--- src/design/lcc_pkg.sv ---
// Package for the ladder contact combiner: opcodes, field widths, reset values.
// Assumes a single scan clock and one instruction per step.
package lcc_pkg;

  localparam int unsigned ADDR_W = 11;
  localparam int unsigned TC_VAL_W = 16;
  // Timer/counter addresses are octal 600-677
  localparam logic [10:0] TC_ADDR_LO = 11'h180;
  localparam logic [10:0] TC_ADDR_HI = 11'h1BF;
  localparam logic RUNG_RST = 1'b0;
  localparam logic [1:0] VARIANT_FULL_A = 2'h0;
  localparam logic [1:0] VARIANT_FULL_B = 2'h1;
  localparam logic [1:0] VARIANT_REDUCED = 2'h2;

  typedef enum logic [3:0] {
    LCC_OP_NOP = 4'h0,
    LCC_OP_RUNG_LOAD = 4'h1,
    LCC_OP_PAR = 4'h2,
    LCC_OP_PAR_INV = 4'h3,
    LCC_OP_PAR_TMR = 4'h4,
    LCC_OP_PAR_INV_TMR = 4'h5,
    LCC_OP_PAR_CNT = 4'h6,
    LCC_OP_PAR_INV_CNT = 4'h7,
    LCC_OP_SER = 4'h8,
    LCC_OP_SER_INV = 4'h9,
    LCC_OP_SER_TMR = 4'hA,
    LCC_OP_SER_INV_TMR = 4'hB,
    LCC_OP_SER_CNT = 4'hC,
    LCC_OP_SER_INV_CNT = 4'hD,
    LCC_OP_COIL = 4'hE
  } lcc_op_t;

  typedef struct packed {
    logic valid;
    lcc_op_t op;
    logic [10:0] addr;
  } lcc_instr_t;

  typedef struct packed {
    logic bit_val;
    logic [15:0] cur;
    logic [15:0] preset;
  } lcc_operand_t;

  typedef struct packed {
    logic valid;
    logic [10:0] addr;
    logic data;
  } lcc_write_t;

endpackage

--- src/design/lcc_contact_eval.sv ---
// Contact evaluator: forms one contact level from an image bit or a
// timer/counter comparison. Pure combinational, same clock as its user.
`timescale 1ns/1ps
module lcc_contact_eval #(
  parameter int unsigned VAL_W = 16
) (
  // Selection
  input wire logic use_tc_i,
  input wire logic invert_i,
  // Operands
  input wire logic bit_i,
  input wire logic [VAL_W-1:0] cur_i,
  input wire logic [VAL_W-1:0] preset_i,
  // Result
  output logic contact_o
);

  logic reached;

  always_comb
  begin
    // Done when current value has reached the preset
    reached = (cur_i >= preset_i);
    contact_o = (use_tc_i ? reached : bit_i) ^ invert_i;
  end

endmodule

--- src/design/lcc_combiner.sv ---
// Ladder contact combiner: single-bit rung result updated by contact opcodes.
// Assumes the sequencer presents operands with the instruction in one cycle.
// What this block does
// - Parallel-inverted: OR complement of image bit into rung result.
// - Parallel-timer: OR in timer contact, on when current >= preset.
// - Parallel-inverted-timer: OR in contact on when timer current < preset.
// - Parallel-counter: OR in counter contact, on when current >= preset.
// - Parallel-inverted-counter: OR in contact on when counter current < preset.
// - Series: AND uninverted image bit with rung result.
// - Series-inverted: AND complement of image bit with rung result.
// - Series-timer: AND in timer contact, on when current >= preset.
// - Timer/counter opcodes only on the two larger variants.
// - Rung load puts uninverted image bit in as initial rung result.
// - Coil opcode writes final rung result into addressed image bit.
`timescale 1ns/1ps
module lcc_combiner #(
  parameter logic [1:0] VARIANT = lcc_pkg::VARIANT_FULL_B
) (
  // Clock and reset
  input wire logic core_clk_i,
  input wire logic rstn_i,
  // Instruction from sequencer
  input wire lcc_pkg::lcc_instr_t instr_i,
  // Operands from image table and timer/counter store
  input wire lcc_pkg::lcc_operand_t operand_i,
  // Results
  output logic rung_o,
  output lcc_pkg::lcc_write_t wr_o,
  output logic illegal_o
);

  localparam bit HAS_TC = (VARIANT != lcc_pkg::VARIANT_REDUCED);

  logic rung_q;
  logic rung_d;
  lcc_pkg::lcc_write_t wr_q;
  lcc_pkg::lcc_write_t wr_d;
  logic illegal_q;
  logic illegal_d;
  logic use_tc;
  logic invert;
  logic contact;
  logic tc_addr_ok;

  function automatic logic is_tc_op(input lcc_pkg::lcc_op_t op);
    unique case (op)
      lcc_pkg::LCC_OP_PAR_TMR, lcc_pkg::LCC_OP_PAR_INV_TMR,
      lcc_pkg::LCC_OP_PAR_CNT, lcc_pkg::LCC_OP_PAR_INV_CNT,
      lcc_pkg::LCC_OP_SER_TMR, lcc_pkg::LCC_OP_SER_INV_TMR,
      lcc_pkg::LCC_OP_SER_CNT, lcc_pkg::LCC_OP_SER_INV_CNT: is_tc_op = 1'b1;
      default: is_tc_op = 1'b0;
    endcase
  endfunction

  function automatic logic is_inv_op(input lcc_pkg::lcc_op_t op);
    unique case (op)
      lcc_pkg::LCC_OP_PAR_INV, lcc_pkg::LCC_OP_PAR_INV_TMR,
      lcc_pkg::LCC_OP_PAR_INV_CNT, lcc_pkg::LCC_OP_SER_INV,
      lcc_pkg::LCC_OP_SER_INV_TMR, lcc_pkg::LCC_OP_SER_INV_CNT: is_inv_op = 1'b1;
      default: is_inv_op = 1'b0;
    endcase
  endfunction

  always_comb
  begin
    use_tc = is_tc_op(instr_i.op);
    invert = is_inv_op(instr_i.op);
    tc_addr_ok = (instr_i.addr >= lcc_pkg::TC_ADDR_LO) && (instr_i.addr <= lcc_pkg::TC_ADDR_HI);
  end

  lcc_contact_eval #(
    .VAL_W(lcc_pkg::TC_VAL_W)
  ) u_eval (
    .use_tc_i(use_tc),
    .invert_i(invert),
    .bit_i(operand_i.bit_val),
    .cur_i(operand_i.cur),
    .preset_i(operand_i.preset),
    .contact_o(contact)
  );

  always_comb
  begin
    rung_d = rung_q;
    wr_d = '0;
    illegal_d = 1'b0;
    if (instr_i.valid)
    begin
      if (use_tc && (!HAS_TC || !tc_addr_ok))
      begin
        // Unsupported or out-of-range: rung result left alone, flagged instead
        illegal_d = 1'b1;
      end
      else
      begin
        unique case (instr_i.op)
          lcc_pkg::LCC_OP_RUNG_LOAD: rung_d = operand_i.bit_val;
          lcc_pkg::LCC_OP_PAR, lcc_pkg::LCC_OP_PAR_INV: rung_d = rung_q | contact;
          lcc_pkg::LCC_OP_PAR_TMR, lcc_pkg::LCC_OP_PAR_INV_TMR: rung_d = rung_q | contact;
          lcc_pkg::LCC_OP_PAR_CNT, lcc_pkg::LCC_OP_PAR_INV_CNT: rung_d = rung_q | contact;
          lcc_pkg::LCC_OP_SER, lcc_pkg::LCC_OP_SER_INV: rung_d = rung_q & contact;
          lcc_pkg::LCC_OP_SER_TMR, lcc_pkg::LCC_OP_SER_INV_TMR,
          lcc_pkg::LCC_OP_SER_CNT, lcc_pkg::LCC_OP_SER_INV_CNT: rung_d = rung_q & contact;
          lcc_pkg::LCC_OP_COIL:
          begin
            wr_d.valid = 1'b1;
            wr_d.addr = instr_i.addr;
            wr_d.data = rung_q;
          end
          default: rung_d = rung_q; // NOP and unused codes
        endcase
      end
    end
  end

  // Single step update; image writes only come from the coil opcode
  always_ff @(posedge core_clk_i or negedge rstn_i)
  begin
    if (!rstn_i)
    begin
      rung_q <= lcc_pkg::RUNG_RST;
      wr_q <= '0;
      illegal_q <= 1'b0;
    end
    else
    begin
      rung_q <= rung_d;
      wr_q <= wr_d;
      illegal_q <= illegal_d;
    end
  end

  assign rung_o = rung_q;
  assign wr_o = wr_q;
  assign illegal_o = illegal_q;

  par_inv_a: assert property (@(posedge core_clk_i) disable iff (!rstn_i)
    instr_i.valid && instr_i.op == lcc_pkg::LCC_OP_PAR_INV
    |=> rung_q == ($past(rung_q) | !$past(operand_i.bit_val)))
    else $error("parallel inverted result wrong");
  par_tmr_a: assert property (@(posedge core_clk_i) disable iff (!rstn_i)
    instr_i.valid && instr_i.op == lcc_pkg::LCC_OP_PAR_TMR && HAS_TC && tc_addr_ok
    |=> rung_q == ($past(rung_q) | ($past(operand_i.cur) >= $past(operand_i.preset))))
    else $error("parallel timer result wrong");
  par_inv_tmr_a: assert property (@(posedge core_clk_i) disable iff (!rstn_i)
    instr_i.valid && instr_i.op == lcc_pkg::LCC_OP_PAR_INV_TMR && HAS_TC && tc_addr_ok
    |=> rung_q == ($past(rung_q) | ($past(operand_i.cur) < $past(operand_i.preset))))
    else $error("parallel inverted timer result wrong");
  par_cnt_a: assert property (@(posedge core_clk_i) disable iff (!rstn_i)
    instr_i.valid && instr_i.op == lcc_pkg::LCC_OP_PAR_CNT && HAS_TC && tc_addr_ok
    |=> rung_q == ($past(rung_q) | ($past(operand_i.cur) >= $past(operand_i.preset))))
    else $error("parallel counter result wrong");
  par_inv_cnt_a: assert property (@(posedge core_clk_i) disable iff (!rstn_i)
    instr_i.valid && instr_i.op == lcc_pkg::LCC_OP_PAR_INV_CNT && HAS_TC && tc_addr_ok
    |=> rung_q == ($past(rung_q) | ($past(operand_i.cur) < $past(operand_i.preset))))
    else $error("parallel inverted counter result wrong");
  ser_a: assert property (@(posedge core_clk_i) disable iff (!rstn_i)
    instr_i.valid && instr_i.op == lcc_pkg::LCC_OP_SER
    |=> rung_q == ($past(rung_q) & $past(operand_i.bit_val)))
    else $error("series result wrong");
  ser_inv_a: assert property (@(posedge core_clk_i) disable iff (!rstn_i)
    instr_i.valid && instr_i.op == lcc_pkg::LCC_OP_SER_INV
    |=> rung_q == ($past(rung_q) & !$past(operand_i.bit_val)))
    else $error("series inverted result wrong");
  ser_tmr_a: assert property (@(posedge core_clk_i) disable iff (!rstn_i)
    instr_i.valid && instr_i.op == lcc_pkg::LCC_OP_SER_TMR && HAS_TC && tc_addr_ok
    |=> rung_q == ($past(rung_q) & ($past(operand_i.cur) >= $past(operand_i.preset))))
    else $error("series timer result wrong");
  tc_gate_a: assert property (@(posedge core_clk_i) disable iff (!rstn_i)
    instr_i.valid && use_tc && !HAS_TC |=> illegal_o && $stable(rung_q))
    else $error("reduced variant ran a timer or counter opcode");
  rung_load_a: assert property (@(posedge core_clk_i) disable iff (!rstn_i)
    instr_i.valid && instr_i.op == lcc_pkg::LCC_OP_RUNG_LOAD
    |=> rung_q == $past(operand_i.bit_val))
    else $error("rung load did not take image bit");
  coil_wr_a: assert property (@(posedge core_clk_i) disable iff (!rstn_i)
    instr_i.valid && instr_i.op == lcc_pkg::LCC_OP_COIL
    |=> wr_o.valid && wr_o.data == $past(rung_q) && wr_o.addr == $past(instr_i.addr))
    else $error("coil write wrong");
  no_side_a: assert property (@(posedge core_clk_i) disable iff (!rstn_i)
    !(instr_i.valid && instr_i.op == lcc_pkg::LCC_OP_COIL) |=> !wr_o.valid)
    else $error("image written by a combining opcode");

endmodule

--- config.mk ---
export PLATFORM = sky130hd
export DESIGN_NAME = lcc_combiner
export DESIGN_NICKNAME = d
export VERILOG_FILES = /design/src/design/lcc_pkg.sv /design/src/design/lcc_contact_eval.sv /design/src/design/lcc_combiner.sv
export SDC_FILE = /design/constraint.sdc
export NUM_CORES = 1
export LEC_CHECK = 0
export BUFFER_PORTS_ARGS = -buffer_cell sky130_fd_sc_hd__buf_2
export CELL_PAD_IN_SITES_DETAIL_PLACEMENT = 0
export CELL_PAD_IN_SITES_GLOBAL_PLACEMENT = 2
export CORE_UTILIZATION = 20
export DETAILED_ROUTE_END_ITERATION = 10
export GPL_TIMING_DRIVEN = 0
export HOLD_SLACK_MARGIN = 0.05
export PLACE_DENSITY_LB_ADDON = 0.3
export SLEW_MARGIN = 20
export SYNTH_ARGS = -nofsm -noshare
export SYNTH_HDL_FRONTEND = slang
export SYNTH_SLANG_ARGS = --single-unit
--- constraint.sdc ---
create_clock -name core_clk_i -period 0.9 [get_ports core_clk_i]
set_input_delay 0 -clock core_clk_i [delete_from_list [all_inputs] [get_ports core_clk_i]]
set_output_delay 0 -clock core_clk_i [all_outputs]
set_load 0.02 [all_outputs]
==> results of run 1 <==
==> final timing paths <==
kind,start,to,slack [ns],depth (start not counted)
min,instr_i[15],illegal_o,0.08,2
min in group asynchronous,rstn_i,wr_o[3],0.20,2
max reg2reg,rung_o,rung_o,-0.21,4
max,operand_i[14],rung_o,-0.52,9
min reg2reg,rung_o,wr_o[0],0.59,1
max in group asynchronous,rstn_i,wr_o[9],0.46,2
==> worst max-delay path, delay by kind of cell <==
family / cells / cell delay [ns]
AND/OR/NAND/NOR: 3 / 0.37
adder cells (fa/ha/maj): 1 / 0.26
XOR/XNOR: 1 / 0.07
buffers and inverters: 2 / 0.16
AO/OA/AOI/OAI: 2 / 0.67
==> synthesized netlist by cell type, drive strengths merged <==
library cell	n	area [µm²]
clkbuf	2	7.51
and2	13	81.3
ha	16	200
o41ai	1	8.76
inv	17	63.8
nand4b	1	8.76
nand2	9	33.8
and3	1	6.26
o311a	1	10.0
a21o	1	7.51
and4	3	26.3
a2111oi	1	27.5
dfrtp	15	375
o31ai	1	7.51
a22o	1	8.76
nor3b	1	7.51
nand3	4	20.0
a32oi	1	8.76
nor3	1	5.00
a311o	1	10.0
o21a	1	7.51
nand3b	2	15.0
a21oi	7	35.0
nor2	2	7.51
o21ai	4	20.0
xnor2	1	8.76
maj3	1	10.0
xor2	1	8.76
nand2b	2	20.0
==> per-stage QoR <==
stage | hold slack (ns) | cells | utilization | TNS, ns
2_1_floorplan | -0.296 | 112 | - | -0.549
3_3_place_gp | -0.0925 | 246 | 0.302 | -2.83
3_5_place_dp | -0.0809 | 246 | 0.302 | -3.11
4_1_cts | 0.0769 | 263 | 0.335 | -0.528
5_1_grt | 0.0835 | 263 | 0.340 | -1.65
6_report | 0.0819 | 263 | 0.340 | -0.520
==> layout make-up <==
type	instances	area [µm²]
plain buffers	2	10.0
clock buffers	4	45.0
fillers	531	3370
inverters	17	73.8
multi-input cells	78	698
flip-flops and latches	15	375
well taps	70	87.6
repair buffers	77	448
==> kinds of logic (layout without fill, tap and decap cells) <==
family                   after synthesis  count (layout)  synth area share
AO/OA/AOI/OAI                         20              20             0.143
flip-flops                            15              15             0.355
adder cells (fa/ha/maj)               17              17             0.199
XOR/XNOR                               2               2            0.0166
buffers and inverters                 19             100            0.0675
AND/OR/NAND/NOR                       39              39             0.219
==> timing repair <==
item / in CTS / in global routing
hold buffers: 12 / 0
buffers inserted: 1 / 0
endpoints found under the hold margin: 26 / 0
endpoints found under the setup margin: 1 / 10
resized for setup: 0 / 4
pin swaps: 2 / 0
==> power groups by stage <==
stage / sequential (µW) / clock, µW / combinational [µW]
6_report: 701 / 515 / 528
3_3_place_gp: 713 / 0 / 459
4_1_cts: 701 / 543 / 516
5_1_grt: 702 / 564 / 598
2_1_floorplan: 732 / 0 / 238
3_5_place_dp: 713 / 0 / 471
==> per-layer routing <==
layer | vias up | global-route usage | part of all wire
li1 | 547 | - | -
met1 | 483 | 0.104 | 0.44
met2 | 36 | 0.177 | 0.51
met3 | 0 | 0.00937 | 0.046
met4 | 0 | 0.0252 | 0
met5 | - | 0 | 0
==> state kept, by name, indices dropped and copies added (netlist names) <==
register   cells
wr_o          13
illegal_o      1
rung_o         1
==> impl_metrics.json, run 1 <==
{
  "hold_viol": 0,
  "vias": 1066,
  "grt_usage": 0.0910,
  "syn_nets": 179,
  "slew_violations": 0,
  "violations": "negative setup slack",
  "synth_cell_type_count": 30,
  "required_ns": 1.01,
  "vias_per_cell": 4.05,
  "chipHeight_um": 74.7,
  "rsz0062_at_grt": "yes",
  "diodes": 0,
  "slowest_stage": "o311a_1",
  "finalWirelength_um": 2620,
  "p_leak_uw": 0.000926,
  "syn_to_final_growth_pct": 64.4,
  "insertion_delay_ns": 0.24,
  "period_share": 1.58,
  "max-slew-margin-rel": 0.726,
  "worst_slew_pin_slew_ns": 0.408,
  "p_total_uw": 1740,
  "placed_area_um2": 1540,
  "layout_common_cells": "buf_2 (64), dfrtp_1 (15), and2_1 (13), inv_1 (12), dlygate4sd3_1 (12)",
  "dr.pass1.iters": 4,
  "synth_seq_cells": 15,
  "detail-route-antenna-nets": 0,
  "die_x_um": 74.7,
  "drtIter0Drc": 32,
  "finClkSkew_ns": 0.0000524,
  "avgSynthCellArea_um2": 9.44,
  "drive_gt1_frac": 0.446,
  "rows": 26,
  "cts_tree": "done",
  "crit_path_max_incr_delay_ns": 0.34,
  "num-nets-final": 261,
  "final_cell_area_um2": 1740,
  "first_global_vias": 1019,
  "status": "finished with violations",
  "io_buffers": 64,
  "critPathKind": "in2reg",
  "internal_power_uw": 1290,
  "clockRootBuffer": "clkbuf_8",
  "grt_overflow": 0,
  "dp.final_hpwl_um": 2160,
  "switching_share": 0.263,
  "cts_buffers": 3,
  "clk_pin_slew_worst_paths_ns": 0.06,
  "drv_cap": 0,
  "wl_per_cell_um": 9.95,
  "pwr-share-clk": 0.295,
  "syn_inst": 112,
  "drc": 0,
  "grt_max_degree": 16,
  "start_kind": "input port",
  "seq_area_frac_synth": 0.355,
  "critical_path.endpoint_type": "register",
  "cp_common_cell": "nand3_1",
  "clockBufferDepth": 2,
  "path_cells": "buf_2 > inv_8 > ha_4 > and4_4 > nand3_1 > o311a_1 > nand3_1 > xor2_1 > a311o_1",
  "syn_area_um2": 1060,
  "dp_slack_ns": -0.816,
  "ys_warn_count": 0,
  "core_area_um2": 5110,
  "p_per_area_nw_per_um2": 1000,
  "critPathMaxFanout": 3,
  "ir_drop_uv": 383,
  "die_area_um2": 5580,
  "gp_congestion": 0.785,
  "p_sw_uw": 459,
  "period_needed_ns": 1.42,
  "setup-violations-final": 1,
  "seqPwrFrac": 0.402,
  "hold_class": "in2reg",
  "cts_sinks": 15,
  "layout_commonest_cell": "buf_2",
  "worst_slack_ns": -0.520,
  "grt_pass1_wl_um": 4020,
  "cp.arrival_ns": 1.53,
  "antenna_found_initial": 0,
  "cts_htree_levels": 1,
  "combPwrFrac": 0.302,
  "io_pins": 66,
  "max_freq_ghz": 0.704,
  "initial_core_util": 0.207
}
No activity file was read; power rests on OpenSTA's default activity.
==> run 2, diff against run 1 <==
--- a/config.mk
+++ b/config.mk
@@ -5,10 +5,11 @@
 export SDC_FILE = /design/constraint.sdc
 export NUM_CORES = 1
 export LEC_CHECK = 0
-export BUFFER_PORTS_ARGS = -buffer_cell sky130_fd_sc_hd__buf_2
+export BUFFER_PORTS_ARGS = -buffer_cell sky130_fd_sc_hd__buf_4
 export CELL_PAD_IN_SITES_DETAIL_PLACEMENT = 0
 export CELL_PAD_IN_SITES_GLOBAL_PLACEMENT = 2
-export CORE_UTILIZATION = 20
+export CORE_UTILIZATION = 21
+export CTS_BUF_LIST = sky130_fd_sc_hd__clkbuf_2
 export DETAILED_ROUTE_END_ITERATION = 10
 export GPL_TIMING_DRIVEN = 0
 export HOLD_SLACK_MARGIN = 0.05
==> impl_metrics.json, run 2 (synthesized netlist as in run 1, its figures left out) <==
{
  "status": "finished with violations",
  "violations": "negative setup slack",
  "num-nets-final": 261,
  "max_freq_ghz": 0.714,
  "grt_max_degree": 16,
  "rsz0062_at_grt": "yes",
  "hold_class": "in2async",
  "critPathMaxFanout": 1,
  "cp_num_cells": 9,
  "critPathKind": "in2reg",
  "first_global_vias": 1035,
  "gp_congestion": 0.774,
  "io_pins": 66,
  "die_area_um2": 5320,
  "layout_commonest_cell": "buf_4",
  "vias_per_cell": 4.17,
  "clockBufferDepth": 2,
  "core_area_um2": 4790,
  "slew_violations": 0,
  "use_met1": 0.128,
  "slowest_stage": "a2111oi_4",
  "chipHeight_um": 73.0,
  "drc": 0,
  "syn_to_final_growth_pct": 76.1,
  "worst_slack_ns": -0.501,
  "required_ns": 1.05,
  "grt_usage": 0.104,
  "post-route-util": 0.389,
  "rrSetupSlack_ns": -0.21,
  "vias": 1085,
  "path_cells": "buf_6 > inv_4 > ha_4 > nand2b_4 > a2111oi_4 > o311a_1 > nand3_2 > xor2_1 > a311o_1",
  "grt_pass1_wl_um": 4430,
  "hold_viol": 0,
  "drv_cap": 0,
  "clockRootBuffer": "clkbuf_2",
  "dp.final_hpwl_um": 2290,
  "fillers": 494,
  "grt_use_met2": 0.192,
  "use_met3": 0.0110,
  "max-slew-margin-rel": 0.762,
  "cp.arrival_ns": 1.55,
  "setup-violations-final": 1,
  "period_needed_ns": 1.40,
  "rows": 25,
  "die_x_um": 73.0,
  "detail-route-antenna-nets": 0,
  "cts_tree": "done",
  "largest_reg_flops": 13,
  "layout_common_cells": "buf_4 (62), dfrtp_1 (15), and2_1 (13), dlygate4sd3_1 (13), inv_1 (12)",
  "antenna_found_initial": 0,
  "p_total_uw": 1610,
  "initial_core_util": 0.221,
  "r2r_cells": 4,
  "period_share": 1.56,
  "fin_setup_tns_ns": -0.501,
  "r2r-end": "rung_o",
  "grt_overflow": 0,
  "p_per_area_nw_per_um2": 865,
  "ir_drop_uv": 377,
  "worst_slew_pin_slew_ns": 0.354,
  "finalWirelength_um": 2760,
  "io_buffers": 64,
  "crit_path_max_incr_delay_ns": 0.32,
  "start_kind": "input port",
  "insertion_delay_ns": 0.27,
  "finClkSkew_ns": 0.0151,
  "clk_pin_slew_worst_paths_ns": 0.14,
  "wl_per_cell_um": 10.6,
  "cts_sinks": 15,
  "cts_htree_levels": 1,
  "crit_buf_inv": 2,
  "cts_setup_buffers": 0,
  "diodes": 0,
  "dr.pass1.iters": 4,
  "critical_path.endpoint_type": "register",
  "cts_buffers": 3,
  "drtIter0Drc": 31,
  "grt_busiest_layer": "met2",
  "drive_gt1_frac": 0.435,
  "p_leak_uw": 0.000963,
  "reg2reg_from": "rung_o",
  "path_delay_family": "compound AO/OA/AOI/OAI gates"
}
==> run 2: final cells by class <==
class / count / area (µm²) / area share
buffer: 2 / 10.0 / 0.00538
clock buffer: 4 / 20.0 / 0.0108
inverter: 17 / 73.8 / 0.0397
multi-input combinational: 78 / 681 / 0.366
sequential: 15 / 375 / 0.202
tap: 67 / 83.8 / 0.0450
timing repair buffer: 77 / 618 / 0.332
==> run 2: worst max path at each step <==
stage | from | to | slack, ns
floorplan | operand_i[14] | rung_o | -0.55
global placement | operand_i[14] | rung_o | -0.78
detailed placement | operand_i[16] | rung_o | -0.82
CTS | operand_i[16] | rung_o | -0.48
global route | operand_i[16] | rung_o | -0.51
finish | operand_i[16] | rung_o | -0.50
==> run 2: timing repair <==
action	4_1_cts	5_1_grt
setup endpoints to repair	2	7
hold buffers	13	0
gates resized for setup	3	1
hold endpoints to repair	27	0
==> run 2: routing by layer <==
metal,vias to the layer above,share of wire
li1,546,-
met1,500,0.44
met2,39,0.52
met3,0,0.049
met4,0,0
met5,-,0
==> run 2: per-stage QoR <==
step           std cells  worst slack (ns)  cell area, µm²  hold slack [ns]
3_3_place_gp         243            -0.778            1700           -0.139
6_report             260            -0.501            1860           0.0879
5_1_grt              260            -0.508            1860           0.0739
2_1_floorplan        112            -0.549            1130           -0.296
3_5_place_dp         243            -0.821            1700           -0.140
4_1_cts              260            -0.483            1860           0.0732
==> run 2: power breakdown <==
| part | switching, µW | leakage (µW) | total (µW) | internal [µW] |
|---|---|---|---|---|
| Combinational | 244 | 0.000743 | 594 | 351 |
| Sequential | 13.7 | 0.000203 | 703 | 690 |
| Clock | 194 | 0.0000166 | 312 | 118 |
| Total | 451 | 0.000963 | 1610 | 1160 |
